`src/ddrca_pkg.sv`:
```
`default_nettype none
package ddrca_pkg;

  // Field widths of the command/address pins
  localparam int ADDR_W = 18;
  localparam int BG_W   = 2;
  localparam int BA_W   = 2;
  localparam int CID_W  = 3;
  localparam int COL_W  = 10;
  localparam int MRS_W  = BG_W + BA_W;

  // Address bit positions with a second meaning, and the upper bank group bit
  localparam int AP_BIT = 10;
  localparam int BC_BIT = 12;
  localparam int CMD_HI = 16;
  localparam int CMD_LO = 14;
  localparam int BG_HI  = 1;

  // Stack address pin roles in a dual-die package
  localparam int DDP_CKE_BIT = 0;
  localparam int DDP_CS_BIT  = 1;
  localparam int DDP_ODT_BIT = 2;

  // Command code on RAS_n, CAS_n, WE_n when ACT_n is high
  localparam logic [2:0] CODE_MRS = 3'h0;
  localparam logic [2:0] CODE_REF = 3'h1;
  localparam logic [2:0] CODE_PRE = 3'h2;
  localparam logic [2:0] CODE_RFU = 3'h3;
  localparam logic [2:0] CODE_WR  = 3'h4;
  localparam logic [2:0] CODE_RD  = 3'h5;
  localparam logic [2:0] CODE_ZQ  = 3'h6;
  localparam logic [2:0] CODE_NOP = 3'h7;

  // Stacking options, caught as straps
  typedef enum logic [1:0]
  {
    DDRCA_STK_PLAIN = 2'h0,
    DDRCA_STK_DDP   = 2'h1,
    DDRCA_STK_3DS   = 2'h2
  } ddrca_stack_t;

  // Decoded command kind, one-hot
  typedef enum logic [6:0]
  {
    DDRCA_K_NONE = 7'h00,
    DDRCA_K_ACT  = 7'h01,
    DDRCA_K_MRS  = 7'h02,
    DDRCA_K_REF  = 7'h04,
    DDRCA_K_PRE  = 7'h08,
    DDRCA_K_RD   = 7'h10,
    DDRCA_K_WR   = 7'h20,
    DDRCA_K_ZQ   = 7'h40
  } ddrca_kind_t;

  // Pins as sampled from the controller
  typedef struct packed
  {
    logic              act_n;
    logic              cs_n;
    logic              cke;
    logic              odt;
    logic [ADDR_W-1:0] addr;
    logic [BG_W-1:0]   bg;
    logic [BA_W-1:0]   ba;
    logic [CID_W-1:0]  cid;
  } ddrca_pins_t;

  // One decoded command
  typedef struct packed
  {
    logic              valid;
    ddrca_kind_t       kind;
    logic [ADDR_W-1:0] row;
    logic [COL_W-1:0]  col;
    logic [ADDR_W-1:0] opcode;
    logic [BG_W-1:0]   bg;
    logic [BA_W-1:0]   ba;
    logic [MRS_W-1:0]  mr_sel;
    logic              auto_pre;
    logic              burst_chop;
    logic              pre_all;
  } ddrca_cmd_t;

  // Qualified control levels
  typedef struct packed
  {
    logic cke;
    logic odt;
    logic die1_cs_n;
    logic die1_cke;
    logic die1_odt;
  } ddrca_ctl_t;

  localparam int PIN_W = $bits(ddrca_pins_t);

  // Reset values: deselected, no command
  localparam ddrca_pins_t PINS_RST = '{act_n: 1'b1, cs_n: 1'b1,
                                       default: '0};
  localparam ddrca_cmd_t  CMD_RST  = '{kind: DDRCA_K_NONE, default: '0};
  localparam ddrca_ctl_t  CTL_RST  = '{die1_cs_n: 1'b1, default: '0};

endpackage
`default_nettype wire

```
`src/ddrca_pin_sync.sv`:
```
`timescale 1ns/1ps
`default_nettype none
module ddrca_pin_sync
#(
  parameter int             W       = 1,
  parameter logic [W-1:0]   RST_VAL = '0
)
(
  // Clock and reset
  input  wire logic         clk,
  input  wire logic         rst,
  input  wire logic         ce,
  // Pin side
  input  wire logic [W-1:0] d,
  // Clock side
  output logic      [W-1:0] q
);

  logic [W-1:0] ff1_reg;
  logic [W-1:0] ff2_reg;
  logic [W-1:0] ff3_reg;
  logic [W-1:0] q_reg;

  // Three-stage chain; only ff2 reads ff1
  always_ff @(posedge clk or posedge rst)
  begin
    if (rst)
    begin
      ff1_reg <= RST_VAL;
      ff2_reg <= RST_VAL;
      ff3_reg <= RST_VAL;
    end
    else if (ce)
    begin
      ff1_reg <= d;
      ff2_reg <= ff1_reg;
      ff3_reg <= ff2_reg;
    end
  end

  // Whole word moves only when two samples agree, keeps fields coherent
  always_ff @(posedge clk or posedge rst)
  begin
    if (rst)
      q_reg <= RST_VAL;
    else if (ce && (ff2_reg == ff3_reg))
      q_reg <= ff3_reg; // RULE12
  end

  assign q = q_reg;
endmodule
`default_nettype wire

```
`src/ddrca_stack_sel.sv`:
```
`timescale 1ns/1ps
`default_nettype none
module ddrca_stack_sel
  import ddrca_pkg::*;
(
  // Configuration
  input  wire ddrca_pkg::ddrca_stack_t      mode,
  input  wire logic                         x16,
  input  wire logic [ddrca_pkg::CID_W-1:0]  die_id,
  // Sampled pins
  input  wire ddrca_pkg::ddrca_pins_t       pins,
  // Selection and control
  output logic                              sel,
  output ddrca_pkg::ddrca_ctl_t             ctl
);

  logic match;
  logic ddp_on;

  // Chip ID compare in single-load stacks; x16 has no stack pins
  always_comb
  begin
    match  = 1'b1;
    ddp_on = 1'b0;
    case (mode)
      DDRCA_STK_3DS:
        match = x16 || (pins.cid == die_id); // RULE10
      DDRCA_STK_DDP:
        ddp_on = !x16; // RULE11
      default:
        match = 1'b1;
    endcase
  end

  // Shared select, clock enable and termination qualified by the ID
  always_comb
  begin
    sel           = !pins.cs_n && match; // RULE10
    ctl.cke       = pins.cke && match;
    ctl.odt       = pins.odt && match;
    ctl.die1_cs_n = ddp_on ? pins.cid[DDP_CS_BIT] : 1'b1; // RULE11
    ctl.die1_cke  = ddp_on && pins.cid[DDP_CKE_BIT];
    ctl.die1_odt  = ddp_on && pins.cid[DDP_ODT_BIT];
  end

endmodule
`default_nettype wire

```
`src/ddrca_ca_decode.sv`:
```
// Summary of operation
// RULE1: Address is row on activate, column on read or write.
// RULE2: Mode register set takes the address as the opcode.
// RULE3: A10 on read or write requests auto precharge when high.
// RULE4: Precharge with A10 low hits one bank, high hits all banks.
// RULE5: A12 on read or write: high full burst, low chopped burst.
// RULE6: ACT_n and CS_n low: activate, shared command pins are row bits.
// RULE7: ACT_n high, CS_n low: RAS_n, CAS_n, WE_n form the command code.
// RULE8: Bank address picks bank, and helps pick the mode register.
// RULE9: Bank group picks group and mode register; x16 ignores BG1.
// RULE10: Stacks of four or eight use stack pins as chip ID qualifiers.
// RULE11: Dual-die package uses stack pins as second die controls.
// RULE12: All inputs are captured on the rising clock edge.
// RULE13: Nothing is decoded while chip select is high.
`timescale 1ns/1ps
`default_nettype none
module ddrca_ca_decode
  import ddrca_pkg::*;
(
  // Clock, reset, enable
  input  wire logic                         clk,
  input  wire logic                         rst,
  input  wire logic                         ce,
  // Straps, caught once after reset
  input  wire logic                         x16_strap,
  input  wire ddrca_pkg::ddrca_stack_t      stack_strap,
  input  wire logic [ddrca_pkg::CID_W-1:0]  die_id_strap,
  // Command and address pins
  input  wire ddrca_pkg::ddrca_pins_t       pins_in,
  // Decoded command and control
  output ddrca_pkg::ddrca_cmd_t             cmd,
  output ddrca_pkg::ddrca_ctl_t             ctl
);

  import ddrca_pkg::*;

  logic                 cfg_done_reg;
  logic                 x16_reg;
  ddrca_stack_t         stack_reg;
  logic [CID_W-1:0]     die_id_reg;
  ddrca_pins_t          s;
  logic                 sel;
  ddrca_ctl_t           ctl_c;
  logic                 sel_prev_reg;
  logic                 start;
  logic [2:0]           code;
  logic [BG_W-1:0]      bg_eff;
  ddrca_cmd_t           cmd_next;
  ddrca_cmd_t           cmd_reg;
  ddrca_ctl_t           ctl_reg;

  // Straps are latched on the first enabled edge after release
  always_ff @(posedge clk or posedge rst)
  begin
    if (rst)
    begin
      cfg_done_reg <= 1'b0;
      x16_reg      <= 1'b0;
      stack_reg    <= DDRCA_STK_PLAIN;
      die_id_reg   <= '0;
    end
    else if (ce && !cfg_done_reg)
    begin
      cfg_done_reg <= 1'b1;
      x16_reg      <= x16_strap;
      stack_reg    <= stack_strap;
      die_id_reg   <= die_id_strap;
    end
  end

  // Pins come from another chip, so they pass the synchroniser
  ddrca_pin_sync
  #(
    .W       (PIN_W),
    .RST_VAL (PINS_RST)
  )
  u_sync
  (
    .clk (clk),
    .rst (rst),
    .ce  (ce),
    .d   (pins_in),
    .q   (s)
  );

  ddrca_stack_sel u_stack
  (
    .mode   (stack_reg),
    .x16    (x16_reg),
    .die_id (die_id_reg),
    .pins   (s),
    .sel    (sel),
    .ctl    (ctl_c)
  );

  // Previous selection; a held command decodes only once
  always_ff @(posedge clk or posedge rst)
  begin
    if (rst)
      sel_prev_reg <= 1'b0;
    else if (ce)
      sel_prev_reg <= sel && cfg_done_reg;
  end

  assign start  = cfg_done_reg && sel && !sel_prev_reg; // RULE13
  assign code   = s.addr[CMD_HI:CMD_LO]; // RULE7
  // Upper group bit forced low for x16 so it never selects
  assign bg_eff = x16_reg ? {1'b0, s.bg[0]} : s.bg; // RULE9

  // Command decode
  always_comb
  begin
    cmd_next = CMD_RST;
    if (start)
    begin
      if (!s.act_n)
      begin
        cmd_next.valid = 1'b1; // RULE6
        cmd_next.kind  = DDRCA_K_ACT;
        cmd_next.row   = s.addr; // RULE1
        cmd_next.bg    = bg_eff;
        cmd_next.ba    = s.ba; // RULE8
      end
      else
      begin
        case (code) // RULE7
          CODE_MRS:
          begin
            cmd_next.valid  = 1'b1;
            cmd_next.kind   = DDRCA_K_MRS;
            cmd_next.opcode = s.addr; // RULE2
            cmd_next.mr_sel = {bg_eff, s.ba}; // RULE8
          end
          CODE_REF:
          begin
            cmd_next.valid = 1'b1;
            cmd_next.kind  = DDRCA_K_REF;
          end
          CODE_PRE:
          begin
            cmd_next.valid   = 1'b1;
            cmd_next.kind    = DDRCA_K_PRE;
            cmd_next.pre_all = s.addr[AP_BIT]; // RULE4
            cmd_next.bg      = bg_eff;
            cmd_next.ba      = s.ba;
          end
          CODE_RD,
          CODE_WR:
          begin
            cmd_next.valid      = 1'b1;
            cmd_next.kind       = (code == CODE_RD) ? DDRCA_K_RD
                                                    : DDRCA_K_WR;
            cmd_next.col        = s.addr[COL_W-1:0]; // RULE1
            cmd_next.auto_pre   = s.addr[AP_BIT]; // RULE3
            cmd_next.burst_chop = !s.addr[BC_BIT]; // RULE5
            cmd_next.bg         = bg_eff;
            cmd_next.ba         = s.ba; // RULE8
          end
          CODE_ZQ:
          begin
            cmd_next.valid = 1'b1;
            cmd_next.kind  = DDRCA_K_ZQ;
          end
          // Reserved code and no-operation give no command
          default:
            cmd_next = CMD_RST;
        endcase
      end
    end
  end

  // Output registers
  always_ff @(posedge clk or posedge rst)
  begin
    if (rst)
      cmd_reg <= CMD_RST;
    else if (ce)
      cmd_reg <= cmd_next; // RULE12
  end

  always_ff @(posedge clk or posedge rst)
  begin
    if (rst)
      ctl_reg <= CTL_RST;
    else if (ce)
      ctl_reg <= cfg_done_reg ? ctl_c : CTL_RST; // RULE10
  end

  assign cmd = cmd_reg;
  assign ctl = ctl_reg;
endmodule
`default_nettype wire

```
`config.mk`:
```
export PLATFORM = sky130hd
export DESIGN_NAME = ddrca_ca_decode
export DESIGN_NICKNAME = d
export VERILOG_FILES = /design/src/ddrca_pkg.sv /design/src/ddrca_pin_sync.sv /design/src/ddrca_stack_sel.sv /design/src/ddrca_ca_decode.sv
export SDC_FILE = /design/constraint.sdc
export NUM_CORES = 1
export LEC_CHECK = 0
export BUFFER_PORTS_ARGS = -buffer_cell sky130_fd_sc_hd__buf_4
export CAP_MARGIN = 20
export CORE_MARGIN = 10
export CORE_UTILIZATION = 57
export CTS_BUF_LIST = sky130_fd_sc_hd__clkbuf_8 sky130_fd_sc_hd__clkbuf_16
export CTS_CLUSTER_DIAMETER = 150
export DETAILED_ROUTE_END_ITERATION = 10
export PLACE_DENSITY = 0.77
export REMOVE_ABC_BUFFERS = 1
export SLEW_MARGIN = 25
export SYNTH_ARGS = -nofsm -noshare
export SYNTH_HDL_FRONTEND = slang
export SYNTH_SLANG_ARGS = --single-unit
```
`constraint.sdc`:
```
create_clock -name clk -period 10.15 [get_ports clk]
set_clock_uncertainty 0.05 [all_clocks]
set_input_delay 2.5375 -clock clk [delete_from_list [all_inputs] [get_ports clk]]
set_output_delay 2.5375 -clock clk [all_outputs]
set_load 0.01 [all_outputs]
```
---- Word-level counts from Yosys, hierarchy flattened ----
Index checks and enable logic that the tools add are counted.
word-level totals
  bits in registers ....................... 194
  input bits .............................. 38
  output and inout port bits .............. 70
cells by class
  equality and inequality tests ........... 9
  mux-type cells .......................... 18
  reduce and logical (&&, ||, !) cells .... 18
operators with widths
  kind                  number
  $mux W65              1
  $pmux W8 S5           1
  $eq A29 B29 Y1        1
  $mux W28              1
  $mux W26              1
  $mux W18              1
  $mux W4               3
  $mux W10              1
  $eq A3 B3 Y1 const B  3
  $logic_and A1 B1 Y1   9
  $mux W7               1
  $mux W6               1
  $logic_not A1 Y1      5
  $mux W5               1
  $mux W1               4
  $mux W2               2
  $eq A3 B1 Y1 const B  1
  $eq A3 B2 Y1 const B  1
  $eq A3 B3 Y1          1
  $logic_not A3 Y1      1
  $reduce_or A3 Y1      1
  $eq A2 B1 Y1 const B  1
  $eq A2 B2 Y1 const B  1
  $reduce_or A2 Y1      1
  $logic_or A1 B1 Y1    1

---- Logic depth before layout (Yosys ltp) ----
Gate-level depths: netlist (run 1).
  word-level depth ........................ 7
  depth in mapped cells ................... 7

---- By module ----
A second synthesis (run 1) with hierarchy kept.
unflattened totals
  cells, all modules ...................... 491
  area, all modules ....................... 7604.8 µm²
modules (own cells, without submodules)
  module           instances  cells an instance  area an instance (µm²)
  ddrca_pin_sync   1          285                4645.7
  ddrca_ca_decode  1          194                2875.3
  ddrca_stack_sel  1          12                 83.8

---- Least setup slack after synthesis (run 1) ----
Ideal clock, no wire load.
  kind .................................... input to register
  from .................................... input port ce
  to ...................................... register u_sync.q_reg[0] (netlist: u_sync.q[0])
  library setup time ...................... 0.127 ns
  arrival time ............................ 3.806 ns
  required time ........................... 9.973 ns
  setup slack ............................. 6.167 ns
  stages on the path ...................... 7
  path buffers ............................ 2
  cells stage by stage .................... inv_2 > a211o_1 > nor4_1 > nand4_1 > buf_2 > buf_6 > mux2_1
between the ends
  longest elaborated chain between the ends .. 1
RTL lines
  element               RTL line               RTL
  from (decl)           ddrca_ca_decode.sv:23  input wire logic ce,
  $logic_and A1 B1 Y1   ddrca_pin_sync.sv:46   else if (ce && (ff2_reg == ff3_reg))
  to (signal assigned)  ddrca_pin_sync.sv:47   q_reg <= ff3_reg;
  to (decl)             ddrca_pin_sync.sv:22   logic [W-1:0] q_reg;
Every way passes these cells.
A chain may end at the register's enable or synchronous reset.

---- Worst setup path after layout (run 1) ----
  from .................................... input port ce
  to ...................................... register u_sync.q_reg[2] (netlist: u_sync.q[2])
Same word-level chain as after synthesis.

==> results.json, run 1 <==
{
  "regArea_um2": 4870,
  "core_area_um2": 12800,
  "numCtsBuffers": 17,
  "fill_cells": 909,
  "finalWorstSetupSlack_ps": 5330,
  "netlist_area_um2": 7500,
  "final_common_cell": "dfrtp_1",
  "hold_ws_ps": 437,
  "worst_ir_drop_vdd_mv": 0.0958,
  "power_frac_comb_pct": 8.8,
  "cts_setup_buffers": 0,
  "hold_viol_final": 0,
  "place_inst": 759,
  "status": "completed",
  "p_leak_nw": 4.32,
  "finalNonFillerCells": 790,
  "io_pins": 108,
  "clk_path_buf_depth": 2,
  "post_dp_cell_area_um2": 8440,
  "cp_max_fo": 36,
  "crit_top_cell": "buf_4",
  "setup_violations": 0,
  "die_x_um": 135,
  "htreeDepth": 4,
  "grt_pass1_wl_um": 24600,
  "grt_pass1_vias": 4672,
  "cts.hold.buffers_added": 0,
  "worst_setup_path_end_kind": "flop",
  "viasPerCell": 5.57,
  "place_ws_ps": 4850,
  "track_usage_pct": 17.0,
  "slowest_stage": "nand4_1",
  "slew_headroom_pct": 32.0,
  "ant_nets": 0,
  "vias": 4397,
  "ctsResizeCount": 0,
  "finalCritPeriodShare_pct": 47.5,
  "clkTransAtPathRegs_ps": 60,
  "synth.distinct_cells": 35,
  "place_congestion": 0.782,
  "syn_inst": 503,
  "drc_errors": 0,
  "cts_tree": "done",
  "finalPower_mw": 1.61,
  "tns_ps": 0,
  "cp.required_ps": 10400,
  "routed_wl_um": 14600,
  "die_area_um2": 18100,
  "ys_warn_count": 0,
  "final_cell_mix": "dfrtp_1 (185), buf_4 (110), mux2_2 (106)",
  "drt_first_iter_violations": 289,
  "rrSetupSlack_ps": 7260,
  "swShare_pct": 22.9,
  "cp.arrival_ps": 5070,
  "critPathLaunchType": "input port",
  "largest_reg_flops": 65,
  "crit_type": "in2reg",
  "power_density_nw_per_um2": 179,
  "cp_slowest_stage_delay_ps": 670,
  "overflow": 0,
  "maxCapViolations": 0,
  "rsz0062_at_grt": "no",
  "max_freq_mhz": 208,
  "seqPwrFrac_pct": 54.5,
  "utilization_pct": 70.1,
  "dp_hpwl_um": 9860,
  "drive_gt1_share_pct": 40.6,
  "syn_avg_cell_area_um2": 14.9,
  "synth_seq_area_share_pct": 64.9,
  "first_pass_iters": 4,
  "worst_slew_pin_slew_ps": 1020,
  "cts-root-buf": "clkbuf_16",
  "num_antenna_cells": 0,
  "power_switching_mw": 0.368,
  "port_buffers": 107,
  "grt_max_degree": 112,
  "multi_input_area_um2": 2460,
  "clock_latency_ps": 420,
  "antenna_found_initial": 0,
  "ys_ff_latch": 194,
  "maxSlewViolCount": 0,
  "clock_sinks": 194,
  "hold_path.class": "reg2reg",
  "final_cell_area_um2": 8960,
  "power_frac_clock_pct": 36.7,
  "worstPathCellList": "buf_4 -> inv_2 -> a211o_1 -> nor4_1 -> nand4_1 -> buf_4 -> mux2_1",
  "area_delta_synth_final_pct": 19.5,
  "dieHeight_um": 135,
  "start_util_pct": 58.7,
  "num_rows": 41,
  "routedWlPerCell_um": 18.5,
  "min_period_ps": 4820,
  "nets": 644,
  "p_int_mw": 1.24
}
-- routing by layer --
| layer | part of all wire, % | GRT usage (%) | vias to the layer above |
|---|---|---|---|
| met3 | 5.0 | 4.93 | 18 |
| li1 | - | - | 2028 |
| met4 | 1.8 | 6.83 | 0 |
| met2 | 49 | 26.7 | 83 |
| met5 | 0 | 0 | - |
| met1 | 44 | 21.8 | 2268 |
-- cell type report --
cell class | instances | area share [%]
Clock buffer | 21 | 5.36
Inverter | 13 | 0.629
Multi-Input combinational cell | 269 | 27.5
Timing Repair Buffer | 111 | 9.34
Clock inverter | 10 | 0.419
Tap cell | 172 | 2.40
Sequential cell | 194 | 54.3
-- cells by family after synthesis --
logic type | Yosys count | synth area share (%)
simple gates | 45 | 3.32
xor+xnor | 29 | 3.39
mux | 116 | 17.4
flops | 194 | 64.9
compound gates | 79 | 8.76
buf+inv | 40 | 2.20
-- worst paths after layout --
path | end | from | cells past startpoint
hold reg to reg | cmd[58]$_DFFE_PP0P_ | cmd[58]$_DFFE_PP0P_ | 1
min in group asynchronous | cmd[52]$_DFFE_PP0P_ | rst | 2
setup reg to reg | u_sync.q[2]$_DFFE_PP0P_ | u_sync.ff3_reg[14]$_DFFE_PP0P_ | 6
max in group asynchronous | u_sync.ff2_reg[15]$_DFFE_PP0P_ | rst | 3
hold / removal | cmd[58]$_DFFE_PP0P_ | cmd[58]$_DFFE_PP0P_ | 1
setup / recovery | u_sync.q[2]$_DFFE_PP0P_ | ce | 7
-- power groups by stage --
stage	logic, mW	clock network, mW	registers (mW)
floorplan	0.103	0	0.877
global placement	0.138	0	0.886
detailed placement	0.142	0	0.890
CTS	0.144	0.598	0.877
global route	0.157	0.633	0.884
finish	0.141	0.590	0.876
-- worst max-delay path, delay by kind of cell --
| family | cells | cell delay (ps) |
|---|---|---|
| buffers and inverters | 3 | 930 |
| and+or+nand+nor | 2 | 1000 |
| muxes | 1 | 330 |
| AOI/OAI and AO/OA | 1 | 230 |
-- cell usage after synthesis --
cell type / n / area share (%)
dfrtp_1: 185 / 62
mux2_2: 106 / 16
a22o_1: 53 / 6.2
clkbuf_1: 19 / 0.95
xnor2_1: 17 / 2.0
inv_1: 12 / 0.60
xor2_1: 12 / 1.4
nand2_1: 10 / 0.50
dfstp_2: 9 / 3.2
mux2_1: 9 / 1.4
o2bb2ai_1: 9 / 1.1
nand4_1: 8 / 0.67
o21ai_0: 8 / 0.53
buf_2: 6 / 0.40
and3_1: 4 / 0.33
nand3_1: 4 / 0.27
nor2_1: 4 / 0.20
nor4_1: 4 / 0.33
nor2b_1: 3 / 0.25
nor3b_1: 3 / 0.30
a21o_1: 2 / 0.20
a32o_1: 2 / 0.27
o22ai_1: 2 / 0.17
a211o_1: 1 / 0.12
and4_1: 1 / 0.12
buf_1: 1 / 0.050
buf_6: 1 / 0.15
inv_2: 1 / 0.050
mux2i_1: 1 / 0.13
nand2b_1: 1 / 0.084
nand3b_1: 1 / 0.10
nor2_2: 1 / 0.084
o31ai_1: 1 / 0.10
o32a_1: 1 / 0.13
or2_2: 1 / 0.084
Power figures use the tool's default switching activity.
==> run 2, diff against run 1 <==
ABC_AREA = 1   (was default)
CORE_UTILIZATION = 52   (was 57)
PLACE_DENSITY = 0.73   (was 0.77)
clock period = 4.3 ns   (was 10.15 ns; I/O delays follow)
==> run 2 against run 1 <==
Clock power rose to 2.9 times the previous value. Flip-flop and latch count stayed put. Global-route usage rose by 0.29 points. Register-to-register slack got worse by 5400 ps. Final cell count rose by 54%. Critical endpoint is now u_sync.q[12]$_DFFE_PP0P_.
==> results.json, run 2 <==
{
  "routed_wl_um": 17200,
  "track_usage_pct": 17.3,
  "cts.hold.buffers_added": 0,
  "multi_input_area_um2": 2590,
  "p_int_mw": 3.07,
  "final_cell_mix": "nand2_1 (391), dfrtp_1 (185), buf_4 (117)",
  "core_area_um2": 15100,
  "power_switching_mw": 0.946,
  "cp.required_ps": 4570,
  "overflow": 0,
  "numCtsBuffers": 17,
  "die_x_um": 144,
  "cp_max_fo": 30,
  "place_congestion": 0.776,
  "num_antenna_cells": 0,
  "ys.flop_type": "dfrtp_1",
  "power_density_nw_per_um2": 422,
  "slew_headroom_pct": 37.2,
  "rsz0062_at_grt": "no",
  "fill_cells": 1327,
  "cp.arrival_ps": 3100,
  "synth_edf_count": 0,
  "final_common_cell": "nand2_1",
  "num_rows": 45,
  "seqPwrFrac_pct": 49.7,
  "hold_path.class": "reg2reg",
  "synth.distinct_cells": 22,
  "max_freq_mhz": 353,
  "grt_pass1_vias": 5863,
  "routedWlPerCell_um": 14.2,
  "place_ws_ps": 992,
  "vias": 6052,
  "place_inst": 1181,
  "grt_pass1_wl_um": 28800,
  "post_dp_cell_area_um2": 8870,
  "maxCapViolations": 0,
  "start_util_pct": 52.6,
  "dp_hpwl_um": 11800,
  "grt_max_degree": 108,
  "ys_warn_count": 0,
  "dieHeight_um": 144,
  "p_leak_nw": 4.95,
  "swShare_pct": 23.6,
  "finalWorstSetupSlack_ps": 1470,
  "cts-root-buf": "clkbuf_16",
  "yosys-top-cells-count": "nand2_1 (391), dfrtp_1 (185), o21ai_0 (114), inv_1 (74), nand3_1 (44)",
  "yosysTopAreaCell": "dfrtp_1",
  "largest_reg_flops": 65,
  "ant_nets": 0,
  "cts_setup_buffers": 0,
  "synthTopCellsByArea": "dfrtp_1 (58%), nand2_1 (18%), o21ai_0 (7.2%), inv_1 (3.5%), dfstp_2 (3.0%)",
  "first_pass_iters": 5,
  "port_buffers": 107,
  "postSynth.asyncResetShare_pct": 100,
  "synth_top_area_share_pct": 58.3,
  "drive_gt1_share_pct": 16.8,
  "io_pins": 108,
  "power_frac_clock_pct": 42.8,
  "nets": 1050,
  "clk_path_buf_depth": 2,
  "finalCritPeriodShare_pct": 65.8,
  "synth_seq_area_share_pct": 61.3,
  "htreeDepth": 4,
  "status": "completed",
  "finalNonFillerCells": 1213,
  "antenna_found_initial": 0,
  "critPathLaunchType": "input port",
  "clkTransAtPathRegs_ps": 70,
  "power_frac_comb_pct": 7.4,
  "die_area_um2": 20600,
  "viasPerCell": 4.99,
  "setup_violations": 0,
  "worst_slew_pin_slew_ps": 940,
  "worst_setup_path_end_kind": "flop",
  "syn_inst": 918,
  "final_cell_area_um2": 9520,
  "ys_ff_latch": 194,
  "worst_ir_drop_vdd_mv": 0.314,
  "drc_errors": 0,
  "area_delta_synth_final_pct": 20.0,
  "drt_first_iter_violations": 389,
  "regArea_um2": 4870,
  "synth_most_common_cell": "nand2_1",
  "hold_viol_final": 0,
  "min_period_ps": 2830,
  "cts_tree": "done",
  "syn_avg_cell_area_um2": 8.65,
  "ctsResizeCount": 0,
  "clock_sinks": 194,
  "netlist_area_um2": 7940,
  "clock_latency_ps": 440,
  "crit_type": "in2reg",
  "maxSlewViolCount": 0
}
## run 2: cell count changes in the layout (fill, tap and decap cells not counted), sizes merged, moves of 9 or more
| cell | delta |
|---|---|
| a22o | -53 |
| inv | +57 |
| mux2 | -111 |
| nand2 | +382 |
| nand3 | +40 |
| nor2 | +18 |
| o21ai | +107 |
| o2bb2ai | -9 |
| xnor2 | -9 |
| xor2 | -12 |
## run 2: final timing paths
check	from	endpoint	slack, ps	cells past startpoint
worst min register to register	u_sync.ff1_reg[27]$_DFFE_PP1P_	u_sync.ff1_reg[27]$_DFFE_PP1P_	420	2
worst max-delay path	ce	u_sync.q[12]$_DFFE_PP0P_	1470	11
min in group asynchronous	rst	cmd[15]$_DFFE_PP0P_	690	2
worst min-delay path	u_sync.ff1_reg[27]$_DFFE_PP1P_	u_sync.ff1_reg[27]$_DFFE_PP1P_	420	2
max in group asynchronous	rst	u_sync.ff2_reg[28]$_DFFE_PP1P_	2610	3
worst max register to register	u_sync.ff3_reg[28]$_DFFE_PP1P_	u_sync.q[12]$_DFFE_PP0P_	1810	10
## run 2: per-stage QoR
stage | TNS (ps) | power [mW] | util [%] | hold WS [ps]
after detailed placement | 0 | 2.33 | 58.8 | 409
after CTS | 0 | 4.04 | 63.1 | 419
final | 0 | 4.02 | 63.1 | 420
after global routing | 0 | 4.18 | 63.1 | 442
after floorplan | -392980 | 2.20 | - | 392
after global placement | 0 | 2.32 | 58.8 | 404
## run 2: layout make-up
| cell class | count | share of cell area (%) |
|---|---|---|
| flip-flops and latches | 194 | 51.1 |
| multi-input cells | 604 | 27.2 |
| repair buffers | 117 | 9.22 |
| clock buffers | 21 | 5.05 |
| inverters | 78 | 3.17 |
| well taps | 188 | 2.47 |
| clock inverters | 11 | 1.81 |
## run 2: worst max-delay path, cell delays in order
cell and delay, ps:
buf_4 230, clkinv_2 90, a21oi_1 120, nand2_1 60
nor2_1 100, nand2_1 70, nor2_2 90, buf_4 280
nand2_1 630, nand2_1 270, nand2_1 60
## run 2: kinds of logic (layout without fill, tap and decap cells)
group / count (synthesis) / count (layout) / synth area share (%)
AND/OR/NAND/NOR: 474 / 474 / 23.6
flip-flops: 194 / 194 / 61.3
buffers and inverters: 120 / 227 / 6.15
AO/OA/AOI/OAI: 118 / 118 / 7.44
XOR/XNOR: 8 / 8 / 0.883
multiplexers: 4 / 4 / 0.568
## run 2: metal layers
layer,vias to the layer above,track usage [%],routed length [um]
met5,-,0,0
met3,18,4.36,803
met1,2839,23.4,8120
met4,0,5.10,233
met2,139,27.0,8050
li1,3056,-,-
## run 2: power groups by stage
| stage | combinational (mW) | sequential, mW | clock, mW |
|---|---|---|---|
| floorplan | 0.196 | 2.01 | 0 |
| global placement | 0.295 | 2.03 | 0 |
| detailed placement | 0.304 | 2.03 | 0 |
| CTS | 0.306 | 2.00 | 1.74 |
| global route | 0.354 | 2.01 | 1.82 |
| finish | 0.299 | 2.00 | 1.72 |
==> run 3, diff against run 2 <==
clock period = 2.4 ns   (was 4.3 ns; I/O delays follow)
==> run 3 against run 2 <==
Die area stayed put. Combinational power grew 86%. Register-to-register slack lost 1200 ps. Worst setup slack lost 890 ps. First-iteration DRC count increased by 15%. Utilization up 0.16 points. Highest routed layer unchanged.
==> results.json, run 3 (synthesized netlist as in run 2, its figures left out) <==
{
  "track_usage_pct": 17.6,
  "crit_top_cell": "nand2_1",
  "drt_first_iter_violations": 447,
  "grt_pass1_wl_um": 29400,
  "min_period_ps": 1820,
  "fill_cells": 1303,
  "dieHeight_um": 144,
  "status": "completed",
  "clock_sinks": 194,
  "first_pass_iters": 5,
  "viasPerCell": 5.06,
  "r2r_start": "u_sync.ff3_reg[28]$_DFFE_PP1P_",
  "rr_endpoint": "u_sync.q[12]$_DFFE_PP0P_",
  "cts-root-buf": "clkbuf_16",
  "dp_hpwl_um": 11900,
  "final_cell_area_um2": 9550,
  "rrSetupSlack_ps": 580,
  "maxSlewViolCount": 0,
  "drc_errors": 0,
  "clock_latency_ps": 430,
  "post_dp_cell_area_um2": 8930,
  "power_density_nw_per_um2": 743,
  "place_inst": 1184,
  "hold_viol_final": 0,
  "worstPathCellList": "inv_1 -> a21oi_1 -> nand2_1 -> nor2_1 -> nand2_1 -> nor2_2 -> nand2_1 -> buf_4 -> nand2_1 -> nand2_1",
  "largest_reg_flops": 65,
  "final_cell_mix": "nand2_1 (391), dfrtp_1 (185), buf_4 (117)",
  "hold_path.class": "in2async",
  "cts_setup_buffers": 0,
  "cp.required_ps": 2660,
  "routed_wl_um": 17600,
  "finalCritPeriodShare_pct": 75.8,
  "rsz0062_at_grt": "no",
  "htreeDepth": 4,
  "reg2regPathDepth": 10,
  "cp_max_fo": 29,
  "critPathLaunchType": "flop",
  "ant_nets": 0,
  "clk_path_buf_depth": 2,
  "overflow": 0,
  "crit_type": "reg2reg",
  "p_leak_nw": 4.97,
  "cp.arrival_ps": 2080,
  "io_pins": 108,
  "cts.hold.buffers_added": 0,
  "clkTransAtPathRegs_ps": 70,
  "worst_ir_drop_vdd_mv": 0.557,
  "area_delta_synth_final_pct": 20.3,
  "final_common_cell": "nand2_1",
  "slew_headroom_pct": 56.0,
  "routedWlPerCell_um": 14.5,
  "finalNonFillerCells": 1215,
  "nets": 1053,
  "worst_slew_pin_slew_ps": 660,
  "num_antenna_cells": 0,
  "setup_violations": 0,
  "die_area_um2": 20600,
  "tns_ps": 0,
  "start_util_pct": 52.6,
  "cts_tree": "done",
  "maxCapViolations": 0,
  "slowest_stage": "dfstp_2",
  "cp_slowest_stage_delay_ps": 570,
  "worst_setup_path_end_kind": "flop",
  "grt_pass1_vias": 6001,
  "num_rows": 45,
  "utilization_pct": 63.3,
  "antenna_found_initial": 0,
  "drive_gt1_share_pct": 16.8,
  "grt_max_degree": 164,
  "core_area_um2": 15100,
  "port_buffers": 107,
  "vias": 6151,
  "place_congestion": 0.790,
  "numCtsBuffers": 17,
  "ctsResizeCount": 0,
  "max_freq_mhz": 549,
  "die_x_um": 144
}
## run 3: changes by cell type in the layout (fill, tap and decap cells not counted)
cell,change
buf_12,+3
clkinv_2,+3
inv_6,-3
clkbuf_8,-2
clkinv_4,-1
clkinvlp_4,+1
inv_1,+1
## run 3: worst max path at each step
| stage | startpoint | cells after the start | end |
|---|---|---|---|
| final | u_sync.ff3_reg[28]$_DFFE_PP1P_ | 10 | u_sync.q[12]$_DFFE_PP0P_ |
| after detailed placement | ce | 4 | die_id_reg[1]$_DFFE_PP0P_ |
| after global routing | u_sync.q[22]$_DFFE_PP0P_ | 7 | cmd[33]$_DFFE_PP0P_ |
| after floorplan | rst | 1 | cfg_done_reg$_DFFE_PP0P_ |
| after CTS | u_sync.ff3_reg[28]$_DFFE_PP1P_ | 10 | u_sync.q[12]$_DFFE_PP0P_ |
| after global placement | ce | 4 | die_id_reg[2]$_DFFE_PP0P_ |
## run 3: per-layer routing
layer | vias to the layer above | share of wire, % | GRT usage [%]
li1 | 3065 | - | -
met4 | 0 | 1.5 | 5.96
met2 | 147 | 47 | 27.7
met3 | 22 | 4.8 | 3.66
met5 | - | 0 | 0
met1 | 2917 | 46 | 23.8
## run 3: cell type report
cell class                      count  area, um2  area share [%]
Timing Repair Buffer              120        938            9.83
Sequential cell                   194       4870            51.0
Clock inverter                     12        164            1.72
Clock buffer                       19        453            4.75
Inverter                           78        302            3.16
Multi-Input combinational cell    604       2590            27.1
Tap cell                          188        235            2.46
## run 3: power by group
part | internal [mW] | switching, mW | leakage [nW] | total (mW)
registers | 3.44 | 0.137 | 2.54 | 3.58
clock network | 1.78 | 1.18 | 0.306 | 2.96
logic | 0.202 | 0.354 | 2.12 | 0.555
## run 3: per-stage QoR
stage	setup WS, ps	total power, mW	hold slack (ps)
floorplan	-3520	3.95	392
global placement	333	4.18	404
detailed placement	292	4.20	409
CTS	573	7.14	141
global route	396	7.37	140
finish	580	7.09	116
## run 3: critical path: cells and delay by family, from the launching register on
family	cells	cell delay, ps
AOI/OAI and AO/OA	1	150
buffers and inverters	2	300
DFF	1	570
and+or+nand+nor	7	620
